--- src/twm_pkg.sv ---
// Constants and carrier types for the transceiver fabric word mapper.
// Assumes one channel, all logic on the channel parallel clock pclk.
// Function
// - 16-bit non-pipe transmit: force-disparity enables at bits 9 and 20.
// - 16-bit non-pipe transmit: disparity values at bits 10 and 21.
// - Pipe 16-bit transmit: electrical idle request on bits 10 and 21.
// - 20-bit transmit: low symbol bits 9:0, high symbol bits 20:11.
// - Receive word is 32 bits, layout set by width and mode.
// - 8-bit receive status layout only with 8B/10B and 8-bit width.
// - 8-bit receive: decoded data bits 7:0, control flag bit 8.
// - 8-bit receive: code violation on bit 9.
// - 8-bit receive: sync status bit 10, disparity error bit 11.
// - 8-bit receive: pattern detect on bit 12.
// - Non-pipe single width: rate-match delete bit 13, insert bit 14.
// - Pipe mode: bits 14:13 carry the two-bit pipe status.
// - Single width receive: running disparity on bit 15.
// - 10-bit receive: raw data 9:0, sync 10, disparity error 11, pattern 12.
// - 16-bit transmit: bytes at 7:0 and 18:11, control flags 8 and 19.
// - 16-bit receive: bytes at 7:0 and 23:16, flags repeated above.
package twm_pkg;

  // Word widths
  localparam int TX_W  = 22;
  localparam int RX_W  = 32;
  localparam int HALF  = 16;

  // Register byte offsets
  localparam logic [7:0] ADDR_CTRL  = 8'h00;
  localparam logic [7:0] ADDR_RXMON = 8'h04;
  localparam logic [7:0] ADDR_TXMON = 8'h08;

  // Control register fields and reset value
  localparam int CTRL_WID  = 0;
  localparam int CTRL_PIPE = 2;
  localparam int CTRL_ENC  = 3;
  localparam logic [3:0] CTRL_RST = 4'h8;

  // Transmit word bit positions
  localparam int TX_CTL0 = 8;
  localparam int TX_FD0  = 9;
  localparam int TX_DV0  = 10;
  localparam int TX_HI   = 11;
  localparam int TX_CTL1 = 19;
  localparam int TX_FD1  = 20;
  localparam int TX_DV1  = 21;

  // Receive half-word bit positions
  localparam int RX_CTL  = 8;
  localparam int RX_ERR  = 9;
  localparam int RX_SYNC = 10;
  localparam int RX_DERR = 11;
  localparam int RX_PAT  = 12;
  localparam int RX_DEL  = 13;
  localparam int RX_INS  = 14;
  localparam int RX_RD   = 15;

  typedef enum logic [1:0] {
    TWM_W8  = 2'h0,
    TWM_W10 = 2'h1,
    TWM_W16 = 2'h2,
    TWM_W20 = 2'h3
  } twm_width_e;

  typedef struct packed {
    logic       enc;
    logic       pipe;
    twm_width_e width;
  } twm_cfg_s;

  typedef struct packed {
    logic [9:0] data;
    logic       ctrl;
    logic       fdisp;
    logic       dval;
  } twm_tx_lane_s;

  typedef struct packed {
    logic [9:0] data;
    logic       ctrl;
    logic       err;
    logic       sync;
    logic       disperr;
    logic       patdet;
    logic       rm_del;
    logic       rm_ins;
    logic [1:0] pipe_st;
    logic       rdisp;
  } twm_rx_lane_s;

endpackage

--- src/twm_mapper.sv ---
// Transceiver fabric word mapper: unpacks the 22-bit transmit word
// into per-symbol PCS fields and packs PCS receive status into the
// 32-bit receive word. Layout is chosen over APB.
// Assumes fabric and PCS both run on pclk; no synchronisers needed.
//
// Local design decisions: the placing of the registers and register access over APB.
`timescale 1ns/1ps
`default_nettype none
module twm_mapper
  import twm_pkg::*;
(
  // Clock and reset
  input  wire logic                 pclk,
  input  wire logic                 presetn,
  // APB slave
  input  wire logic                 psel,
  input  wire logic                 penable,
  input  wire logic                 pwrite,
  input  wire logic [7:0]           paddr,
  input  wire logic [31:0]          pwdata,
  output logic [31:0]               prdata,
  output logic                      pready,
  output logic                      pslverr,
  // Fabric side
  input  wire logic [TX_W-1:0]      tx_word,
  output logic [RX_W-1:0]           rx_word,
  // PCS side
  output twm_tx_lane_s [1:0]        pcs_tx,
  output logic                      pcs_compliance,
  output logic                      pcs_elecidle,
  input  wire twm_rx_lane_s [1:0]   pcs_rx
);

  // Packs one symbol's receive status into a 16-bit half word
  function automatic logic [HALF-1:0] rx_half(
    input twm_rx_lane_s s,
    input logic         raw10,
    input logic         pipe
  );
    logic [HALF-1:0] h;
    h      = '0;
    h[7:0] = s.data[7:0];
    if (raw10) begin
      h[9:8] = s.data[9:8];
    end else begin
      h[RX_CTL] = s.ctrl;
      h[RX_ERR] = s.err;
    end
    h[RX_SYNC] = s.sync;
    h[RX_DERR] = s.disperr;
    h[RX_PAT]  = s.patdet;
    if (pipe) begin
      h[RX_INS:RX_DEL] = s.pipe_st;
    end else begin
      h[RX_DEL] = s.rm_del;
      h[RX_INS] = s.rm_ins;
    end
    h[RX_RD] = s.rdisp;
    return h;
  endfunction

  twm_cfg_s            cfg_r;
  twm_cfg_s            cfg_nxt;
  logic [31:0]         prdata_r;
  logic [31:0]         prdata_nxt;
  logic                err_r;
  logic                err_nxt;
  logic [TX_W-1:0]     txmon_r;
  twm_tx_lane_s [1:0]  tx_r;
  twm_tx_lane_s [1:0]  tx_nxt;
  logic                comp_r;
  logic                comp_nxt;
  logic                eidle_r;
  logic                eidle_nxt;
  logic [RX_W-1:0]     rx_r;
  logic [RX_W-1:0]     rx_nxt;
  logic                setup;
  logic                wr_ctrl;

  // APB phase decode; zero wait states
  assign setup   = psel & ~penable;
  assign wr_ctrl = psel & penable & pwrite & (paddr == ADDR_CTRL);
  assign pready  = psel & penable;
  assign pslverr = psel & penable & err_r;
  assign prdata  = prdata_r;

  // Register next values; read data captured in the setup cycle
  always_comb begin
    cfg_nxt    = cfg_r;
    prdata_nxt = prdata_r;
    err_nxt    = err_r;
    if (wr_ctrl) begin
      cfg_nxt.width = twm_width_e'(pwdata[CTRL_WID+1:CTRL_WID]);
      cfg_nxt.pipe  = pwdata[CTRL_PIPE];
      cfg_nxt.enc   = pwdata[CTRL_ENC];
    end
    if (setup) begin
      err_nxt    = 1'b0;
      prdata_nxt = 32'h0000_0000;
      case (paddr)
        ADDR_CTRL:  prdata_nxt = {28'h000_0000, cfg_r};
        ADDR_RXMON: prdata_nxt = rx_r;
        ADDR_TXMON: prdata_nxt = {10'h000, txmon_r};
        default:    err_nxt    = 1'b1;
      endcase
    end
  end

  // Register state
  always_ff @(posedge pclk or negedge presetn) begin
    if (!presetn) begin
      cfg_r    <= CTRL_RST;
      prdata_r <= 32'h0000_0000;
      err_r    <= 1'b0;
      txmon_r  <= '0;
    end else begin
      cfg_r    <= cfg_nxt;
      prdata_r <= prdata_nxt;
      err_r    <= err_nxt;
      txmon_r  <= tx_word;
    end
  end

  // Transmit unpacking; bits not in the layout stay zero at the PCS
  always_comb begin
    tx_nxt    = '0;
    comp_nxt  = 1'b0;
    eidle_nxt = 1'b0;
    case (cfg_r.width)
      TWM_W8: begin
        tx_nxt[0].data = {2'h0, tx_word[7:0]};
        if (cfg_r.enc) begin
          tx_nxt[0].ctrl = tx_word[TX_CTL0];
          if (cfg_r.pipe) begin
            comp_nxt  = tx_word[TX_FD0];
            eidle_nxt = tx_word[TX_DV0];
          end else begin
            tx_nxt[0].fdisp = tx_word[TX_FD0];
            tx_nxt[0].dval  = tx_word[TX_DV0];
          end
        end
      end
      TWM_W10: begin
        tx_nxt[0].data = tx_word[9:0];
      end
      TWM_W16: begin
        tx_nxt[0].data = {2'h0, tx_word[7:0]};
        tx_nxt[1].data = {2'h0, tx_word[TX_CTL1-1:TX_HI]};
        tx_nxt[0].ctrl = tx_word[TX_CTL0];
        tx_nxt[1].ctrl = tx_word[TX_CTL1];
        if (cfg_r.pipe) begin
          // Bit 20 is held low by the fabric and is not read
          comp_nxt  = tx_word[TX_FD0];
          // Both copies carry the same request; the low one is used
          eidle_nxt = tx_word[TX_DV0];
        end else begin
          tx_nxt[0].fdisp = tx_word[TX_FD0];
          tx_nxt[1].fdisp = tx_word[TX_FD1];
          tx_nxt[0].dval  = tx_word[TX_DV0];
          tx_nxt[1].dval  = tx_word[TX_DV1];
        end
      end
      TWM_W20: begin
        tx_nxt[0].data = tx_word[9:0];
        tx_nxt[1].data = tx_word[TX_FD1:TX_HI];
      end
      default: begin
        tx_nxt = '0;
      end
    endcase
  end

  // Receive packing; unused positions read zero
  always_comb begin
    rx_nxt = '0;
    case (cfg_r.width)
      TWM_W8: begin
        if (cfg_r.enc) begin
          rx_nxt[HALF-1:0] = rx_half(pcs_rx[0], 1'b0, cfg_r.pipe);
        end else begin
          rx_nxt[7:0] = pcs_rx[0].data[7:0];
        end
      end
      TWM_W10: begin
        rx_nxt[HALF-1:0] = rx_half(pcs_rx[0], 1'b1, cfg_r.pipe);
      end
      TWM_W16: begin
        rx_nxt = {rx_half(pcs_rx[1], 1'b0, cfg_r.pipe),
                  rx_half(pcs_rx[0], 1'b0, cfg_r.pipe)};
      end
      TWM_W20: begin
        rx_nxt = {rx_half(pcs_rx[1], 1'b1, cfg_r.pipe),
                  rx_half(pcs_rx[0], 1'b1, cfg_r.pipe)};
      end
      default: begin
        rx_nxt = '0;
      end
    endcase
  end

  // Datapath registers, one cycle of latency each way
  always_ff @(posedge pclk or negedge presetn) begin
    if (!presetn) begin
      tx_r    <= '0;
      comp_r  <= 1'b0;
      eidle_r <= 1'b0;
      rx_r    <= '0;
    end else begin
      tx_r    <= tx_nxt;
      comp_r  <= comp_nxt;
      eidle_r <= eidle_nxt;
      rx_r    <= rx_nxt;
    end
  end

  assign pcs_tx         = tx_r;
  assign pcs_compliance = comp_r;
  assign pcs_elecidle   = eidle_r;
  assign rx_word        = rx_r;
endmodule
`default_nettype wire

--- config.mk ---
export PLATFORM = sky130hd
export DESIGN_NAME = twm_mapper
export DESIGN_NICKNAME = d
export VERILOG_FILES = /design/src/twm_pkg.sv /design/src/twm_mapper.sv
export SDC_FILE = /design/constraint.sdc
export NUM_CORES = 1
export LEC_CHECK = 0
export BUFFER_PORTS_ARGS = -buffer_cell sky130_fd_sc_hd__buf_2
export CORE_MARGIN = 4
export CORE_UTILIZATION = 42
export DETAILED_ROUTE_END_ITERATION = 12
export PLACE_DENSITY = 0.74
export SYNTH_ARGS = -nofsm -noshare
export SYNTH_HDL_FRONTEND = slang
export SYNTH_SLANG_ARGS = --single-unit
--- constraint.sdc ---
create_clock -name pclk -period 1.6 [get_ports pclk]
set_input_delay 0.32 -clock pclk [delete_from_list [all_inputs] [get_ports pclk]]
set_output_delay 0.32 -clock pclk [all_outputs]
set_load 0.005 [all_outputs]
==> results of run 1 <==
==> cells in the mapped netlist <==
master     instances  area, µm²
a31oi_1            1      6.260
nand2_2            1      6.260
a22oi_1           18      135.1
buf_6              3      33.78
mux2i_1           10      100.1
and2b_1            1      7.510
a211oi_2           1      12.51
nor2_1             6      22.52
dfrtp_1          110       2753
mux2_2             4      45.04
nor4bb_1           2      20.02
o31ai_1           22      165.2
a2bb2oi_1          4      35.03
buf_2              4      20.02
nand4_2            1      12.51
nor3_1             1      5.000
and2_1            24      150.1
nand2_1           42      157.7
and3_1             5      31.28
dfstp_2            1      26.28
buf_4             10      75.07
nand2b_1           1      6.260
o21ai_0           10      50.05
nor4_4             1      21.27
a22o_1             2      17.52
and3b_1            1      8.760
buf_1              1      3.750
nor2b_1           10      62.56
clkbuf_1          11      41.29
nand3_1            1      5.000
nor3b_1            1      7.510
nor4b_1            2      17.52
==> routing by layer <==
layer	track usage	share of wire	vias up
li1	-	-	1398
met1	0.2436	0.42	1471
met2	0.3063	0.50	107
met3	0.04372	0.064	15
met4	0.06660	0.018	2
met5	0	0.0012	-
==> critical path, stage by stage, from the launching register on <==
cell and delay, ns:
dfrtp_1 0.39, and3_1 0.18, buf_2 0.12
==> power groups by stage <==
stage,clock network [µW],logic (µW),registers [µW]
5_1_grt,1740,404,2890
3_3_place_gp,0,357,2940
6_report,1540,360,2880
3_5_place_dp,0,365,2940
4_1_cts,1610,368,2880
2_1_floorplan,0,129,2930
==> through the flow <==
step,area (µm²),power [µW],utilization,setup slack [ns]
floorplan,4061,3063,-,0.3206
global placement,5077,3294,0.5443,0.1009
detailed placement,5077,3304,0.5443,0.02035
CTS,5269,4863,0.5649,0.2062
global route,5269,5034,0.5649,0.1721
finish,5269,4786,0.5649,0.2356
==> worst paths after layout <==
check	from	endpoint	slack, ns	cells after the start
max	err_r	pslverr	0.24	2
min in group asynchronous	presetn	rx_word[2]	0.40	2
max reg2reg	cfg_r[0]	rx_word[13]	0.30	3
min reg2reg	prdata[30]	prdata[30]	0.48	2
min	tx_word[4]	pcs_tx[7]	0.05	1
max in group asynchronous	presetn	cfg_r[3]	0.61	3
==> kinds of logic after synthesis <==
logic type | count (synthesis) | synth area share
and+or+nand+nor | 100 | 0.1334
AOI/OAI and AO/OA | 58 | 0.1038
DFF | 111 | 0.6842
muxes | 14 | 0.03574
buffers and inverters | 29 | 0.04282
==> final cells by class <==
cell class | count | area (µm²) | share of cell area
Tap cell | 129 | 161.4 | 0.03063
Clock inverter | 6 | 43.79 | 0.008312
Multi-Input combinational cell | 172 | 1114 | 0.2114
Clock buffer | 10 | 137.6 | 0.02612
Sequential cell | 111 | 2779 | 0.5274
Timing Repair Buffer | 186 | 1033 | 0.1962
==> registers in the layout (all words and copies together) (netlist names) <==
register	flops
err_r	1
rx_word	32
pcs_elecidle	1
pcs_tx	26
cfg_r	4
txmon_r	14
prdata	32
pcs_compliance	1
==> impl_metrics.env, run 1 <==
export IMPL_worstPathArrival_ns=1.04
export IMPL_netlist_area_mm2=0.004061
export IMPL_drive_above_1_share=0.4371
export IMPL_grt_pass1_vias=3112
export IMPL_die_h_um=106.3
export IMPL_setup_viol_count_final=0
export IMPL_clock_fmax_mhz=732.9
export IMPL_grt_max_degree=55
export IMPL_p_sw_frac=0.2395
export IMPL_final_common_cell="buf_2"
export IMPL_crit_path_end_kind="output pin"
export IMPL_antenna_found_initial=1
export IMPL_port_buffers=172
export IMPL_rsz0062_at_grt="no"
export IMPL_ys_seq_elements=111
export IMPL_gp_congestion=0.7391
export IMPL_status="finished clean"
export IMPL_core_area_mm2=0.009328
export IMPL_pwr_share_clk=0.322
export IMPL_cp_required_ns=1.28
export IMPL_cts_sinks=111
export IMPL_cts_clk_slew_worst_paths_ns=0.11
export IMPL_p_sw_uw=1146
export IMPL_post_drt_wl_per_cell_um=16.47
export IMPL_syn_inst=312
export IMPL_dpl_hpwl_um=7481
export IMPL_die_area_mm2=0.01131
export IMPL_fp_dieW_um=106.3
export IMPL_dp_cells=597
export IMPL_area_growth_pct=29.73
export IMPL_vias_per_cell=4.875
export IMPL_critPathKind="reg -> out"
export IMPL_maxCapViolCount=0
export IMPL_seqPwrFrac=0.602
export IMPL_ctsResizeCount=0
export IMPL_grt_overflow_total=0
export IMPL_final_cells=614
export IMPL_fin_crit_ns=1.364
export IMPL_cts_tree="done"
export IMPL_whs_ns=0.05427
export IMPL_rows=35
export IMPL_ys_warn_count=0
export IMPL_drt_iter0_drc=133
export IMPL_cts_buffers=9
export IMPL_hold_path_class="in -> reg"
export IMPL_num_antenna_cells=0
export IMPL_hold_violations=0
export IMPL_ctsRootBufferMaster="clkbuf_8"
export IMPL_slew_headroom=0.6614
export IMPL_report_final_slew_viol_count=0
export IMPL_clk_insertion_delay_late_ns=0.36
export IMPL_powerDensity_mw_per_mm2=908.4
export IMPL_ant_nets=0
export IMPL_dr_pass1_iters=4
export IMPL_cts_post_setup_buffers_inserted=0
export IMPL_syn_nets=419
export IMPL_ctsHoldBuffers=1
export IMPL_cp_max_fo=2
export IMPL_initial_core_util=0.4354
export IMPL_p_leak_uw=0.002800
export IMPL_layout_common_cells="buf_2 (171), dfrtp_1 (110), nand2_1 (42), and2_1 (24), o31ai_1 (22)"
export IMPL_p_comb_frac=0.075
export IMPL_final_nets=587
export IMPL_irDropWorstVdd_v=0.0003658
export IMPL_tightest_slew_ns=0.5079
export IMPL_grt_pass1_wl_um=16450
export IMPL_drc_errors=0
export IMPL_fin_tns_setup_ns=0
export IMPL_vias=2993
export IMPL_finalClockSkew_ns=0.009740
export IMPL_p_int_uw=3640
export IMPL_finalCritPeriodShare=0.8528
export IMPL_cts_htree_levels=3
export IMPL_final_fill_count=824
export IMPL_ios=201
export IMPL_synth_distinct_cells=32
export IMPL_grt_use_total=0.1869
export IMPL_start_kind="flip-flop"
export IMPL_syn_avg_cell_area_um2=13.02
export IMPL_drt_total_wl_um=10110
export IMPL_clk_path_buf_depth=2
export IMPL_synth_seq_area_share=0.6842
No activity file was read; power rests on OpenSTA's default activity.
==> inputs of run 2 (changes only) <==
Settings changed: BUFFER_PORTS_ARGS -buffer_cell sky130_fd_sc_hd__buf_2 to -buffer_cell sky130_fd_sc_hd__buf_4.
==> impl_metrics.env, run 2 (synthesized netlist as in run 1, its figures left out) <==
export IMPL_status="finished clean"
export IMPL_drc_errors=0
export IMPL_final_nets=588
export IMPL_p_leak_uw=0.002892
export IMPL_cts_tree="done"
export IMPL_dp_cells=598
export IMPL_fp_dieW_um=106.3
export IMPL_wl_met2_um=5385
export IMPL_core_area_mm2=0.009328
export IMPL_initial_core_util=0.4354
export IMPL_clk_path_buf_depth=2
export IMPL_cts_buffers=9
export IMPL_cp_required_ns=1.28
export IMPL_worstHoldStart="tx_word[6]"
export IMPL_final_common_cell="buf_4"
export IMPL_rows=35
export IMPL_wl_met1_um=4105
export IMPL_num_antenna_cells=0
export IMPL_rsz0062_at_grt="no"
export IMPL_ant_nets=0
export IMPL_grt_pass1_wl_um=16770
export IMPL_ctsRootBufferMaster="clkbuf_8"
export IMPL_grt_overflow_total=0
export IMPL_cts_clk_slew_worst_paths_ns=0.12
export IMPL_clock_fmax_mhz=724.8
export IMPL_cts_post_setup_buffers_inserted=0
export IMPL_ios=201
export IMPL_maxCapViolCount=0
export IMPL_fin_tns_setup_ns=0
export IMPL_grt_max_degree=66
export IMPL_finalCritPeriodShare=0.8623
export IMPL_die_h_um=106.3
export IMPL_drt_total_wl_um=10390
export IMPL_wl_met3_um=743
export IMPL_drive_above_1_share=0.4383
export IMPL_final_fill_count=779
export IMPL_setup_viol_count_final=0
export IMPL_seq_area_mm2=0.002779
export IMPL_final_cells=615
export IMPL_dr_pass1_iters=4
export IMPL_hold_violations=0
export IMPL_antenna_found_initial=0
export IMPL_clk_insertion_delay_late_ns=0.38
export IMPL_powerDensity_mw_per_mm2=878.4
export IMPL_report_final_slew_viol_count=0
export IMPL_slew_headroom=0.7089
export IMPL_die_area_mm2=0.01131
export IMPL_dpl_hpwl_um=7729
export IMPL_hold_depth=1
export IMPL_whs_endpoint="pcs_tx[9]"
export IMPL_post_drt_wl_per_cell_um=16.90
export IMPL_cts_sinks=111
export IMPL_port_buffers=172
export IMPL_rr_endpoint="rx_word[25]"
export IMPL_drt_iter0_drc=166
export IMPL_multi_input_area_mm2=0.001114
export IMPL_grt_use_total=0.1903
export IMPL_cp_max_fo=2
export IMPL_worstPathArrival_ns=1.06
export IMPL_vias=3012
export IMPL_r2r_start="cfg_r[0]"
export IMPL_tightest_slew_ns=0.4367
export IMPL_grt_pass1_vias=3262
export IMPL_gp_congestion=0.7710
export IMPL_reg2reg_depth=3
export IMPL_finalClockSkew_ns=0.01811
export IMPL_irDropWorstVdd_v=0.0004605
export IMPL_vias_per_cell=4.898
export IMPL_cts_htree_levels=3
export IMPL_layout_common_cells="buf_4 (181), dfrtp_1 (110), nand2_1 (42), and2_1 (24), o31ai_1 (22)"
export IMPL_area_growth_pct=41.34
export IMPL_start_kind="flip-flop"
export IMPL_whs_ns=0.03607
export IMPL_hold_path_class="in -> reg"
export IMPL_highest_layer="met4"
export IMPL_r2r_setup_slack_ns=0.34
export IMPL_critPathKind="reg -> out"
export IMPL_crit_path_end_kind="output pin"
export IMPL_fin_crit_ns=1.380
[run 2: worst max-delay path by stage]
| stage | to | slack [ns] | depth (start not counted) | from |
|---|---|---|---|---|
| final | pslverr | 0.22 | 2 | err_r |
| after global routing | pslverr | 0.17 | 2 | err_r |
| after CTS | pslverr | 0.19 | 2 | err_r |
| after detailed placement | prdata[24] | 0.02 | 4 | paddr[5] |
| after global placement | prdata[22] | 0.09 | 4 | paddr[5] |
| after floorplan | cfg_r[0] | 0.32 | 4 | paddr[3] |
[run 2: cell type report]
class / count / share of cell area
sequential: 111 / 0.4841
timing repair buffer: 187 / 0.2559
multi-input combinational: 172 / 0.1940
tap: 129 / 0.02812
clock buffer: 9 / 0.02158
clock inverter: 7 / 0.01635
[run 2: what timing repair did]
| item | 4_1_cts | 5_1_grt |
|---|---|---|
| endpoints found under the setup margin | 0 | 0 |
| hold buffers | 1 | 0 |
| gates resized for setup | 0 | 0 |
| endpoints found under the hold margin | 110 | 0 |
[run 2: report_power, final]
group | internal (µW) | switching (µW) | leakage (µW)
clock network | 649 | 1080 | 0.000108
registers | 2860 | 28.2 | 0.00147
logic | 236 | 194 | 0.00131
total | 3740 | 1300 | 0.00289
[run 2: metrics by stage]
stage	utilization	area, µm²	power [µW]	worst slack [ns]
6_report	0.6154	5741	5043	0.2203
3_3_place_gp	0.5910	5513	3368	0.09206
2_1_floorplan	-	4061	3063	0.3206
3_5_place_dp	0.5910	5513	3379	0.02143
4_1_cts	0.6154	5741	5108	0.1935
5_1_grt	0.6154	5741	5284	0.1719
[run 2: routing by layer]
metal | GRT usage | up-vias
met3 | 0.05282 | 10
met1 | 0.2341 | 1482
met4 | 0.06198 | 0
met5 | 0 | -
li1 | - | 1405
met2 | 0.3240 | 115
[run 2: worst max-delay path, stage by stage, from the launching register on]
cell and delay [ns]:
dfrtp_1 0.39, and3_1 0.17, buf_4 0.13
